File: config.mk
export PLATFORM = sky130hd
export DESIGN_NAME = fpc_port
export DESIGN_NICKNAME = d
export VERILOG_FILES = /design/src/hdl/fpc_buf2.v /design/src/hdl/fpc_port.v
export VERILOG_INCLUDE_DIRS = /design/src /design/src/shared
export SDC_FILE = /design/constraint.sdc
export NUM_CORES = 2
export LEC_CHECK = 0
export ABC_CLOCK_PERIOD_IN_PS = 21800
export BUFFER_PORTS_ARGS = -buffer_cell sky130_fd_sc_hd__buf_2
export CORE_AREA = 4 4 221 277
export DETAILED_ROUTE_END_ITERATION = 7
export DIE_AREA = 0 0 225 281
export PLACE_DENSITY_LB_ADDON = 0.05
export SETUP_SLACK_MARGIN = 0.15
export SLEW_MARGIN = 20
export SYNTH_ARGS = -nofsm -noshare
export SYNTH_HDL_FRONTEND = slang
export SYNTH_SLANG_ARGS = --single-unit
File: constraint.sdc
create_clock -name clock_in -period 21.8 [get_ports clock_in]
set_input_delay 5.45 -clock clock_in [delete_from_list [all_inputs] [get_ports clock_in]]
set_output_delay 5.45 -clock clock_in [all_outputs]
set_load 0.02 [all_outputs]
File: src/shared/fpc_map.vh
/*
 * fpc_map.vh: codes, field values, tap masks and counts shared by the
 * fronthaul port and pattern configuration logic.
 * assumes it is included by bare name, definitions only.
 */
`ifndef FPC_MAP_VH
`define FPC_MAP_VH

// ****************************************************************
// port mode
// ****************************************************************
`define FPC_MODE_OFF      2'h0
`define FPC_MODE_NORMAL   2'h1
`define FPC_MODE_THROUGH  2'h2

// ****************************************************************
// line standard and frame content
// ****************************************************************
`define FPC_STD_CPRI      1'h0
`define FPC_STD_OBSAI     1'h1
`define FPC_CONT_UNFRAMED 2'h0
`define FPC_CONT_CPRI     2'h1
`define FPC_CONT_OBSAI    2'h2

// ****************************************************************
// timing source
// ****************************************************************
`define FPC_TSRC_INTERNAL 2'h0
`define FPC_TSRC_EXTERNAL 2'h1
`define FPC_TSRC_SAT      2'h2
`define FPC_TSRC_RECOV    2'h3

// ****************************************************************
// cpri rate options (index 1 to 10)
// ****************************************************************
`define FPC_RATE_FEC_LO   4'h9
`define FPC_RATE_FEC_HI   4'hA
`define FPC_RATE_V2_MIN   4'h5
`define FPC_PROTO_V1      2'h1
`define FPC_PROTO_V2      2'h2

// ****************************************************************
// pattern type: prbs order 15 to 31, else user or off
// ****************************************************************
`define FPC_PAT_OFF       5'h00
`define FPC_PAT_USER      5'h01
`define FPC_PAT_PRBS_MIN  5'h0F
`define FPC_PAT_PRBS_MAX  5'h1F
`define FPC_PAT_RESET     5'h0F

// ****************************************************************
// prbs feedback masks, bit p-1 set for tap p
// ****************************************************************
`define FPC_TAP_15 32'h00006000
`define FPC_TAP_16 32'h0000D008
`define FPC_TAP_17 32'h00012000
`define FPC_TAP_18 32'h00020400
`define FPC_TAP_19 32'h00072000
`define FPC_TAP_20 32'h00090000
`define FPC_TAP_21 32'h00140000
`define FPC_TAP_22 32'h00300000
`define FPC_TAP_23 32'h00420000
`define FPC_TAP_24 32'h00E10000
`define FPC_TAP_25 32'h01200000
`define FPC_TAP_26 32'h03880000
`define FPC_TAP_27 32'h07200000
`define FPC_TAP_28 32'h09000000
`define FPC_TAP_29 32'h14000000
`define FPC_TAP_30 32'h38000040
`define FPC_TAP_31 32'h48000000
`define FPC_SEED   32'hFFFFFFFF

// ****************************************************************
// checker lock counts (words)
// ****************************************************************
`define FPC_LOCK_WORDS    3'h4
`define FPC_LOSS_WORDS    3'h4

`endif

File: src/hdl/fpc_buf2.v
/*
 * fpc_buf2.v: two-entry buffer with valid and ready on both sides.
 * assumes one clock; read data come straight from a register.
 */
`timescale 1ns/1ps
`default_nettype none

module fpc_buf2 #(
    parameter WIDTH = 32
) (
    // clock and reset
    input  wire             clock_in,
    input  wire             resetn_in,
    input  wire             ce_in,
    // fill side
    input  wire             in_valid_in,
    output wire             in_ready_out,
    input  wire [WIDTH-1:0] in_data_in,
    // drain side
    output wire             out_valid_out,
    input  wire             out_ready_in,
    output wire [WIDTH-1:0] out_data_out
);

    reg [WIDTH-1:0] head_q;
    reg [WIDTH-1:0] tail_q;
    reg [1:0]       count_q;
    wire            push;
    wire            pop;

    // ****************************************************************
    // storage
    // ****************************************************************
    // ready is the registered not-full, so the source stalls on full
    assign in_ready_out  = (count_q != 2'h2);
    assign out_valid_out = (count_q != 2'h0);
    assign out_data_out  = head_q;
    assign push = ce_in & in_valid_in & in_ready_out;
    assign pop  = ce_in & out_valid_out & out_ready_in;

    always @(posedge clock_in or negedge resetn_in) begin
        if (!resetn_in) begin
            head_q  <= {WIDTH{1'b0}};
            tail_q  <= {WIDTH{1'b0}};
            count_q <= 2'h0;
        end else if (ce_in) begin
            case ({push, pop})
                2'b10: begin
                    if (count_q == 2'h0) begin
                        head_q <= in_data_in;
                    end else begin
                        tail_q <= in_data_in;
                    end
                    count_q <= count_q + 2'h1;
                end
                2'b01: begin
                    head_q  <= tail_q;
                    count_q <= count_q - 2'h1;
                end
                2'b11: begin
                    if (count_q == 2'h1) begin
                        head_q <= in_data_in;
                    end else begin
                        head_q <= tail_q;
                        tail_q <= in_data_in;
                    end
                end
                default: begin
                    count_q <= count_q;
                end
            endcase
        end
    end

endmodule

`default_nettype wire

File: src/hdl/fpc_port.v
/*
 * fpc_port.v: port mode, timing, fec, content and pattern configuration
 * of a fronthaul error tester port, with pattern generator and checker.
 * assumes tx and rx words come from logic on clock_in; clock presence
 * and negotiation results arrive from pins and are synchronised here.
 */
`timescale 1ns/1ps
`default_nettype none
`include "fpc_map.vh"

module fpc_port #(
    parameter CM_W = 8
) (
    // clock, reset, enable
    input  wire            clock_in,
    input  wire            resetn_in,
    input  wire            ce_in,
    // port configuration
    input  wire [1:0]      port_mode_in,
    input  wire            line_std_in,
    input  wire [3:0]      line_rate_in,
    input  wire [1:0]      timing_src_in,
    input  wire            fec_enable_in,
    // frame and pattern configuration
    input  wire [1:0]      content_in,
    input  wire [4:0]      pattern_type_in,
    input  wire            invert_in,
    input  wire [31:0]     user_word_in,
    // cpri link configuration
    input  wire            startup_enable_in,
    input  wire            role_slave_in,
    input  wire [1:0]      protocol_in,
    input  wire [CM_W-1:0] cm_channel_in,
    // pins: clock presence and negotiation results
    input  wire            ext_clk_present_in,
    input  wire            sat_clk_present_in,
    input  wire            rec_clk_present_in,
    input  wire            neg_done_in,
    input  wire [3:0]      neg_rate_in,
    input  wire [1:0]      neg_protocol_in,
    input  wire [CM_W-1:0] neg_cm_in,
    // transmit stream
    output wire            tx_valid_out,
    input  wire            tx_ready_in,
    output wire [31:0]     tx_data_out,
    // receive stream
    input  wire            rx_valid_in,
    input  wire [31:0]     rx_data_in,
    // effective configuration and status
    output reg             tx_enable_out,
    output reg             tx_through_out,
    output reg  [1:0]      clk_select_out,
    output reg             clk_detected_out,
    output reg             fec_active_out,
    output reg  [1:0]      content_out,
    output reg  [4:0]      pattern_out,
    output reg             config_refused_out,
    output reg             cpri_link_active_out,
    output reg  [3:0]      link_rate_out,
    output reg  [1:0]      link_protocol_out,
    output reg  [CM_W-1:0] link_cm_out,
    output reg             rx_locked_out,
    output reg  [31:0]     pattern_errors_out
);

    // ****************************************************************
    // functions
    // ****************************************************************
    function [31:0] tap_mask;
        input [4:0] order;
        begin
            case (order)
                5'h0F:   tap_mask = `FPC_TAP_15;
                5'h10:   tap_mask = `FPC_TAP_16;
                5'h11:   tap_mask = `FPC_TAP_17;
                5'h12:   tap_mask = `FPC_TAP_18;
                5'h13:   tap_mask = `FPC_TAP_19;
                5'h14:   tap_mask = `FPC_TAP_20;
                5'h15:   tap_mask = `FPC_TAP_21;
                5'h16:   tap_mask = `FPC_TAP_22;
                5'h17:   tap_mask = `FPC_TAP_23;
                5'h18:   tap_mask = `FPC_TAP_24;
                5'h19:   tap_mask = `FPC_TAP_25;
                5'h1A:   tap_mask = `FPC_TAP_26;
                5'h1B:   tap_mask = `FPC_TAP_27;
                5'h1C:   tap_mask = `FPC_TAP_28;
                5'h1D:   tap_mask = `FPC_TAP_29;
                5'h1E:   tap_mask = `FPC_TAP_30;
                default: tap_mask = `FPC_TAP_31;
            endcase
        end
    endfunction

    // 32 shifts; afterwards the register holds exactly the 32 new bits
    function [31:0] prbs_step;
        input [31:0] state;
        input [4:0]  order;
        integer      i;
        reg   [31:0] s;
        reg   [31:0] m;
        begin
            s = state;
            m = tap_mask(order);
            for (i = 0; i < 32; i = i + 1) begin
                s = {s[30:0], ^(s & m)};
            end
            prbs_step = s;
        end
    endfunction

    function [5:0] popcount;
        input [31:0] w;
        integer      i;
        reg   [5:0]  c;
        begin
            c = 6'h00;
            for (i = 0; i < 32; i = i + 1) begin
                c = c + {5'h00, w[i]};
            end
            popcount = c;
        end
    endfunction

    function is_prbs;
        input [4:0] t;
        begin
            is_prbs = (t >= `FPC_PAT_PRBS_MIN);
        end
    endfunction

    // ****************************************************************
    // pin synchronisers
    // ****************************************************************
    localparam SYN_W = 10 + CM_W;
    reg  [SYN_W-1:0] sync1_q;
    reg  [SYN_W-1:0] sync2_q;
    wire             ext_s = sync2_q[0];
    wire             sat_s = sync2_q[1];
    wire             rec_s = sync2_q[2];
    wire             done_s = sync2_q[3];
    wire [3:0]       nrate_s = sync2_q[7:4];
    wire [1:0]       nproto_s = sync2_q[9:8];
    wire [CM_W-1:0]  ncm_s = sync2_q[SYN_W-1:10];
    reg              done_d1_q;
    reg  [3:0]       neg_rate_q;
    reg  [1:0]       neg_proto_q;
    reg  [CM_W-1:0]  neg_cm_q;

    always @(posedge clock_in or negedge resetn_in) begin
        if (!resetn_in) begin
            sync1_q <= {SYN_W{1'b0}};
            sync2_q <= {SYN_W{1'b0}};
        end else if (ce_in) begin
            sync1_q <= {neg_cm_in, neg_protocol_in, neg_rate_in,
                        neg_done_in, rec_clk_present_in,
                        sat_clk_present_in, ext_clk_present_in};
            sync2_q <= sync1_q;
        end
    end

    // fields are captured on the rise of done, when they stand still
    always @(posedge clock_in or negedge resetn_in) begin
        if (!resetn_in) begin
            done_d1_q   <= 1'b0;
            neg_rate_q  <= 4'h0;
            neg_proto_q <= 2'h0;
            neg_cm_q    <= {CM_W{1'b0}};
        end else if (ce_in) begin
            done_d1_q <= done_s;
            if (done_s && !done_d1_q) begin
                neg_rate_q  <= nrate_s;
                neg_proto_q <= nproto_s;
                neg_cm_q    <= ncm_s;
            end
        end
    end

    // ****************************************************************
    // effective configuration
    // ****************************************************************
    reg [1:0] content_d;
    reg [4:0] pattern_d;
    reg       refused_d;
    reg [1:0] clk_sel_d;
    reg       clk_det_d;
    reg       cpri_act_d;
    reg [1:0] proto_d;
    reg       content_ok;
    reg       pattern_ok;

    always @* begin
        content_d = content_in;
        if (port_mode_in == `FPC_MODE_THROUGH) begin
            content_d = `FPC_CONT_CPRI;
        end
        case (content_d)
            `FPC_CONT_UNFRAMED: content_ok = 1'b1;
            `FPC_CONT_CPRI:     content_ok = (line_std_in == `FPC_STD_CPRI);
            `FPC_CONT_OBSAI:    content_ok = (line_std_in == `FPC_STD_OBSAI);
            default:            content_ok = 1'b0;
        endcase
        if (!content_ok) begin
            content_d = content_out;
        end
        pattern_ok = is_prbs(pattern_type_in) ||
                     (((pattern_type_in == `FPC_PAT_USER) ||
                       (pattern_type_in == `FPC_PAT_OFF)) &&
                      (content_d != `FPC_CONT_UNFRAMED));
        pattern_d = pattern_ok ? pattern_type_in : pattern_out;
        if (!is_prbs(pattern_d) && content_d == `FPC_CONT_UNFRAMED) begin
            pattern_d = `FPC_PAT_RESET;
        end
        refused_d = !content_ok || !pattern_ok;
        cpri_act_d = (content_d == `FPC_CONT_CPRI) &&
                     (port_mode_in == `FPC_MODE_NORMAL);
        clk_sel_d = timing_src_in;
        if (port_mode_in == `FPC_MODE_THROUGH) begin
            clk_sel_d = `FPC_TSRC_RECOV;
        end else if (cpri_act_d && role_slave_in) begin
            clk_sel_d = `FPC_TSRC_RECOV;
        end
        case (clk_sel_d)
            `FPC_TSRC_EXTERNAL: clk_det_d = ext_s;
            `FPC_TSRC_SAT:      clk_det_d = sat_s;
            `FPC_TSRC_RECOV:    clk_det_d = rec_s;
            default:            clk_det_d = 1'b0;
        endcase
        if (protocol_in == `FPC_PROTO_V2 &&
            line_rate_in >= `FPC_RATE_V2_MIN) begin
            proto_d = `FPC_PROTO_V2;
        end else begin
            proto_d = `FPC_PROTO_V1;
        end
    end

    always @(posedge clock_in or negedge resetn_in) begin
        if (!resetn_in) begin
            tx_enable_out        <= 1'b0;
            tx_through_out       <= 1'b0;
            clk_select_out       <= `FPC_TSRC_INTERNAL;
            clk_detected_out     <= 1'b0;
            fec_active_out       <= 1'b0;
            content_out          <= `FPC_CONT_UNFRAMED;
            pattern_out          <= `FPC_PAT_RESET;
            config_refused_out   <= 1'b0;
            cpri_link_active_out <= 1'b0;
            link_rate_out        <= 4'h0;
            link_protocol_out    <= 2'h0;
            link_cm_out          <= {CM_W{1'b0}};
        end else if (ce_in) begin
            tx_enable_out  <= (port_mode_in != `FPC_MODE_OFF);
            tx_through_out <= (port_mode_in == `FPC_MODE_THROUGH);
            clk_select_out     <= clk_sel_d;
            clk_detected_out   <= clk_det_d;
            // the external rs codec on the block stream follows this flag
            fec_active_out <= fec_enable_in &&
                (line_std_in == `FPC_STD_CPRI) &&
                (port_mode_in != `FPC_MODE_OFF) &&
                (line_rate_in == `FPC_RATE_FEC_LO ||
                 line_rate_in == `FPC_RATE_FEC_HI);
            content_out          <= content_d;
            pattern_out          <= pattern_d;
            config_refused_out   <= refused_d;
            cpri_link_active_out <= cpri_act_d;
            if (!cpri_act_d) begin
                link_rate_out     <= 4'h0;
                link_protocol_out <= 2'h0;
                link_cm_out       <= {CM_W{1'b0}};
            end else if (startup_enable_in) begin
                link_rate_out     <= neg_rate_q;
                link_protocol_out <= neg_proto_q;
                link_cm_out       <= neg_cm_q;
            end else begin
                link_rate_out     <= line_rate_in;
                link_protocol_out <= proto_d;
                link_cm_out       <= cm_channel_in;
            end
        end
    end

    // ****************************************************************
    // pattern generator
    // ****************************************************************
    reg  [31:0] gen_state_q;
    wire [31:0] gen_next = prbs_step(gen_state_q, pattern_out);
    reg  [31:0] gen_word;
    wire        buf_ready;
    wire        gen_push;

    // generation runs only in normal mode; stalls when the buffer fills
    assign gen_push = tx_enable_out && !tx_through_out;

    always @* begin
        if (is_prbs(pattern_out)) begin
            gen_word = gen_next ^ {32{invert_in}};
        end else if (pattern_out == `FPC_PAT_USER) begin
            gen_word = user_word_in;
        end else begin
            gen_word = 32'h00000000;
        end
    end

    always @(posedge clock_in or negedge resetn_in) begin
        if (!resetn_in) begin
            gen_state_q <= `FPC_SEED;
        end else if (ce_in && gen_push && buf_ready) begin
            gen_state_q <= gen_next;
        end
    end

    fpc_buf2 #(
        .WIDTH        (32)
    ) u_buf (
        .clock_in     (clock_in),
        .resetn_in    (resetn_in),
        .ce_in        (ce_in),
        .in_valid_in  (gen_push),
        .in_ready_out (buf_ready),
        .in_data_in   (gen_word),
        .out_valid_out(tx_valid_out),
        .out_ready_in (tx_ready_in & tx_enable_out),
        .out_data_out (tx_data_out)
    );

    // ****************************************************************
    // pattern checker
    // ****************************************************************
    reg  [31:0] rx_prev_q;
    reg  [2:0]  good_q;
    reg  [2:0]  bad_q;
    reg  [31:0] expect_w;
    reg         check_en;
    wire [5:0]  miss = popcount(rx_data_in ^ expect_w);

    // a prbs word predicts the next, so one wrong bit may count five times or more
    always @* begin
        check_en = 1'b1;
        if (is_prbs(pattern_out)) begin
            expect_w = prbs_step(rx_prev_q ^ {32{invert_in}}, pattern_out)
                       ^ {32{invert_in}};
        end else if (pattern_out == `FPC_PAT_USER) begin
            expect_w = user_word_in;
        end else begin
            expect_w = 32'h00000000;
            check_en = 1'b0;
        end
    end

    always @(posedge clock_in or negedge resetn_in) begin
        if (!resetn_in) begin
            rx_prev_q          <= 32'h00000000;
            good_q             <= 3'h0;
            bad_q              <= 3'h0;
            rx_locked_out      <= 1'b0;
            pattern_errors_out <= 32'h00000000;
        end else if (ce_in && rx_valid_in) begin
            rx_prev_q <= rx_data_in;
            if (!check_en) begin
                rx_locked_out <= 1'b0;
                good_q        <= 3'h0;
                bad_q         <= 3'h0;
            end else if (!rx_locked_out) begin
                if (miss != 6'h00) begin
                    good_q <= 3'h0;
                end else if (good_q == `FPC_LOCK_WORDS - 3'h1) begin
                    rx_locked_out <= 1'b1;
                    good_q        <= 3'h0;
                    bad_q         <= 3'h0;
                end else begin
                    good_q <= good_q + 3'h1;
                end
            end else begin
                if (pattern_errors_out > 32'hFFFFFFFF - {26'h0, miss}) begin
                    pattern_errors_out <= 32'hFFFFFFFF;
                end else begin
                    pattern_errors_out <= pattern_errors_out
                                          + {26'h0, miss};
                end
                if (miss == 6'h00) begin
                    bad_q <= 3'h0;
                end else if (bad_q == `FPC_LOSS_WORDS - 3'h1) begin
                    rx_locked_out <= 1'b0;
                    bad_q         <= 3'h0;
                end else begin
                    bad_q <= bad_q + 3'h1;
                end
            end
        end
    end

endmodule

`default_nettype wire

### After elaboration in Yosys (flattened, before gate mapping)

Memory sizes are Yosys's and may differ from the RTL's.
Cells that the tools add are included.

* register bits: 249
* memory bits (read-only): 1408
* input bits: 117
* output and inout port bits: 95
* word-level logic and storage cells: 321
* memories: 2

Memories
* (no name shown): depth 32, bits a word 22, read ports 1, clocked after Yosys merged registers in 0, write ports 0, line fpc_port.v:72 `case (order)`
* (no name shown): depth 32, bits a word 22, read ports 1, clocked after Yosys merged registers in 0, write ports 0, line fpc_port.v:72

* add/sub/neg operators: 37
* magnitude comparators: 5
* equal/unequal tests: 26
* multiplexer cells: 45
* bitwise logic cells: 74
* reduce and logical (&&, ||, !) cells: 105

Operators by type and width (number)
* $and A32 B32 Y32: 64
* $reduce_xor A32 Y1: 64
* $mux W32: 9
* $add A6 B1 Y6: 26
* $xor A32 B32 Y32: 4
* $pmux W32 S3: 1
* $pmux W32 S2: 1
* $add A32 B6 Y32: 1
* $gt A32 B32 Y1: 1
* $mux W3: 10
* $mux W8: 2
* $ge A5 B4 Y1 const B: 3
* $eq A2 B2 Y1 const B: 7
* $mux W2: 7
* $logic_and A1 B1 Y1: 13
* $eq A2 B1 Y1 const B: 6
* $eq A5 B1 Y1 const B: 2
* $mux W5: 2
* $reduce_bool A2 Y1: 5
* $reduce_and A3 Y1: 3
* $eq A4 B4 Y1 const B: 2
* $mux W1: 8
* $mux W4: 2
* $ne A2 B2 Y1 const B: 4
* other kinds (27): 45

### Depth between registers and ports, before layout

* depth after elaboration: 104
* mapped depth: 54
* depth with buffers taken out: 48

### Modules after synthesis

From an unflattened synthesis, not the netlist that was laid out.

* cell total of the unflattened synthesis: 3869
* area total of the unflattened synthesis: 31478.9 um^2

Modules (own cells, without submodules)
* fpc_port: instances 1, cells an instance 3584, area an instance 28272.1 um^2, seq. area each 4573.1 um^2
* fpc_buf2: instances 1, cells an instance 285, area an instance 3206.8 um^2, seq. area each 1651.6 um^2

### Worst setup path after synthesis

Ideal clock, no wire load.

* path type: input port to flip-flop
* from: input invert_in
* to: register pattern_errors_out[31]
* setup time: 70 ps
* arrival: 15867 ps
* data required time: 21730 ps
* setup slack: 5863 ps
* stages on the path: 45
* buffers on the path: 3
* path through: buf_6 -> buf_8 -> buf_12 -> xnor2_2 -> o22ai_1 -> xnor2_1 -> xnor2_1 -> xnor3_1 -> xnor2_2 -> xnor3_2 -> nand2_1 -> xor2_2 -> nand2_1 -> xor2_1 -> xnor2_1 -> xnor2_1 -> xnor3_1 -> xnor2_1 -> [9 not listed] -> fa_1 -> inv_1 -> fa_1 -> ha_1 -> fa_1 -> xor2_1 -> ha_1 -> a21oi_1 -> o21bai_1 -> a21oi_1 -> inv_1 -> a21oi_1 -> nor2_1 -> nand2_1 -> nor3_1 -> nand2_1 -> or3_1 -> nand3_1

* longest elaborated chain between the ends: 102
* elaborated cells between the ends (all ways): 103
* classes of those cells: 33 x add/sub; 1 x order compare; 2 x mux; 35 x bitwise; 32 x reduce/logical

Ends and longest elaborated chain
* start: declaration: line fpc_port.v:27 `input wire invert_in,`
* $xor A32 B32 Y32: line fpc_port.v:339 `expect_w = prbs_step(rx_prev_q ^ {32{invert_in}}, pattern_out)`
* $and A32 B32 Y32: line fpc_port.v:105 `s = {s[30:0], ^(s & m)};`
* $reduce_xor A32 Y1: line fpc_port.v:105
* $and A32 B32 Y32: line fpc_port.v:105
* $reduce_xor A32 Y1: line fpc_port.v:105
* $and A32 B32 Y32: line fpc_port.v:105
* $reduce_xor A32 Y1: line fpc_port.v:105
* $and A32 B32 Y32: line fpc_port.v:105
* [62 not listed]
* $add A3 B1 Y4: line fpc_port.v:118 `c = c + {5'h00, w[i]};`
* $add A4 B1 Y5: line fpc_port.v:118
* $add A5 B1 Y6: line fpc_port.v:118
* $add A6 B1 Y6 (25 in series): line fpc_port.v:118
* $add A6 B1 Y6 *: line fpc_port.v:118
* $sub A1 B7 Y8: line fpc_port.v:373 `if (pattern_errors_out > 32'hFFFFFFFF - {26'h0, miss}) begin`
* $gt A32 B32 Y1: line fpc_port.v:373
* $mux W32 *: line fpc_port.v:373
* end signal: assignment: line fpc_port.v:376 `pattern_errors_out <= pattern_errors_out`
* end: declaration: line fpc_port.v:63 `output reg [31:0] pattern_errors_out`

Every way passes the cells marked *; elsewhere a longest branch is shown, timed or not.
A chain may end at the register's enable or synchronous reset.

### Worst setup path after layout

* from: input invert_in
* to: register pattern_errors_out[25]

Same word-level chain as after synthesis.

==> run metrics <==
number of H-tree levels 1; post-route cell area about 0.034 mm2; clk_skew between 0.04 and 0.05 ns; DR WL/cell a little under 30 um; Top-Level Pins ~210; min-delay src sync2_q[10]; clk sink count ~250; startpoint types primary input; nature of the critical path endpoint flop; Max Fclk roughly 0.055 GHz; Crit path largest cell delay approximately 0.84 ns; Die Width 225 um; hold path cells 1; DRT antenna net count 0; core area between 0.05 and 0.06 mm2; initial antenna violation count 13; CTS tree done; Hold WC Path Type reg2reg; Most used DFF post-synth dfrtp_1; Yosys cell types approximately 120; slowest CP cell xnor3_1; top-count cell post-synth xnor2_1; Top Layer Used met5; largest net degree at the start of global routing 150; synthesized cell area 0.0319 mm2; WP data required about 22 ns; worst r2r path cells 43; vias in the first global route between 30000 and 40000; Worst R2R Setup Slack 6.95 ns; status complete, no violations; Yosys reg bits about 250; CTS resizes 0; Tot GR Track Use 0.425; Synth top area share 0.213; Via density around 6.7; dominant cell type by area after synthesis xnor2_1; Pre-Repair DR Iteration Count 8; Syn Nets about 4100; setup TNS 0 ns; placed cell areas roughly 0.033 mm2; Chip Height ~280 um; average cell area after synthesis 8.16 um2; post-synthesis cell count just under 4000; initial DRC count around 4500; CP Max Fanout between 60 and 70; multi-input logic area approximately 0.024 mm2; metal2 WL between 60 and 70 mm; Final Max Tran Viols 0; # hold bufs at CTS 0; hold path endpoint neg_cm_q[0]; Synth warnings 0; # port buffers about 210; final setup fails 0; reg2reg end pattern_errors_out[25]; CTS Buf Count 28; DR vias 31400; most frequent cells after synthesis xnor2_1, nor2_1, nand2_1; max_cap viols 0; Starting Density 0.547; DR WL met3 about 16 mm; Post-Route M1 WL between 40 and 50 mm; r2r startpoint pattern_out[1]; Clock Latency Late Sink around 0.59 ns; Die ar. ~0.063 mm2; share of cells above drive strength 1 0.162; register area share after synthesis 0.195; critical path class in2reg; top area cells in the synthesized netlist xnor2_1, dfrtp_1, nor2_1, nand2_1, xor2_1; RSZ-0062 raised after global routing false; total gr overflow 0; most frequent cell on the critical path fa_1; EDFF count, synth 0; Tmin final about 18 ns; register area 0.00623 mm2; Fin. Hold Viols 0; Least-Margin Pin Slew 1.22 ns; Fillers roughly 5400; nets@finish 4072; first-pass GRT wire length just over 200 mm; Slew headroom 0.182; Residual DRC 0; Total Wirelength ~140 mm; gpl congestion slightly above 1; CTS Buffer Depth 3; clock transition at the registers of the reported paths around 0.07 ns; Final Cycle Share 0.841; Async S/R FF share, synth 1.00; DPL Wire Length between 90 and 100 mm; number of cell rows 99; Post-CTS Setup Bufs 0; Critical Path AT between 15 and 20 ns; clk root buf clkbuf_16; Synth-to-Final Area Change 6.81%
-- cell usage in the layout, fill, tap and decap left out, types with 94 or more instances in the layout --
cell type,Yosys,final
xnor2_1,775,770
o21ai_0,154,154
mux2_2,120,120
buf_4,14,94
a21oi_1,192,191
xor2_1,174,174
nand2_1,412,412
o22ai_1,135,135
nor2_1,492,487
dfrtp_1,212,211
buf_2,63,209
-- flip-flops by register name, summed over array words and instances, names as in the netlist, 4 cells and up --
| name | count |
|---|---|
| sync2_q | 18 |
| sync1_q | 18 |
| link_cm_out | 8 |
| u_buf.tail_q | 32 |
| gen_state_q | 31 |
| u_buf.out_data_out | 32 |
| pattern_out | 5 |
| neg_rate_q | 4 |
| link_rate_out | 4 |
| neg_cm_q | 8 |
| pattern_errors_out | 32 |
| rx_prev_q | 31 |
-- how the worst max path moves through the flow --
stage / end / start / depth (start not counted)
2_1_floorplan: pattern_errors_out[31] / invert_in / 45
3_3_place_gp: pattern_errors_out[25] / invert_in / 45
3_5_place_dp: pattern_errors_out[25] / invert_in / 45
4_1_cts: pattern_errors_out[25] / invert_in / 45
5_1_grt: pattern_errors_out[31] / invert_in / 44
6_report: pattern_errors_out[25] / invert_in / 45
-- through the flow --
step,util,hold WS (ns),setup slack [ns],cells
CTS,0.584,0.482,3.56,4677
global route,0.584,0.494,2.80,4678
finish,0.584,0.476,3.46,4683
detailed placement,0.567,0.468,3.01,4625
floorplan,-,0.447,5.86,3914
global placement,0.567,0.462,3.18,4625
-- routing by layer --
metal / global-route usage / vias to the layer above
li1: - / 13300
met1: 0.502 / 14900
met2: 0.667 / 2340
met3: 0.108 / 782
met4: 0.310 / 14
met5: 0 / -
-- worst max-delay path, delay by kind of cell --
family | cells | cell delay [ns]
xor gates and xnor gates | 13 | 4.48
AOI/OAI and AO/OA | 8 | 1.17
and+or+nand+nor | 8 | 1.56
buffers and inverters | 7 | 2.06
adders and majority gates | 9 | 3.93
-- layout make-up --
type | instances | share of cell area
diodes | 5 | 0.000367
flip-flops and latches | 247 | 0.183
repair buffers | 306 | 0.0532
well taps | 757 | 0.0278
multi-input cells | 3269 | 0.702
clock buffers | 35 | 0.0228
clock inverters | 17 | 0.00562
inverters | 47 | 0.00517
-- logic make-up (layout without fill, tap and decap cells) --
| group | after synthesis | count (layout) | synth area share |
|---|---|---|---|
| muxes | 141 | 141 | 0.0490 |
| buffers and inverters | 398 | 405 | 0.0606 |
| other | 0 | 5 | 0 |
| DFF | 247 | 247 | 0.195 |
| xor gates and xnor gates | 1057 | 1057 | 0.333 |
| and+or+nand+nor | 1196 | 1196 | 0.168 |
| AOI/OAI and AO/OA | 819 | 819 | 0.167 |
| adders and majority gates | 56 | 56 | 0.0278 |
Power is left out: the tool's default activity adds up to more than one toggle a clock period on the data nets, which glitch-free logic cannot reach.
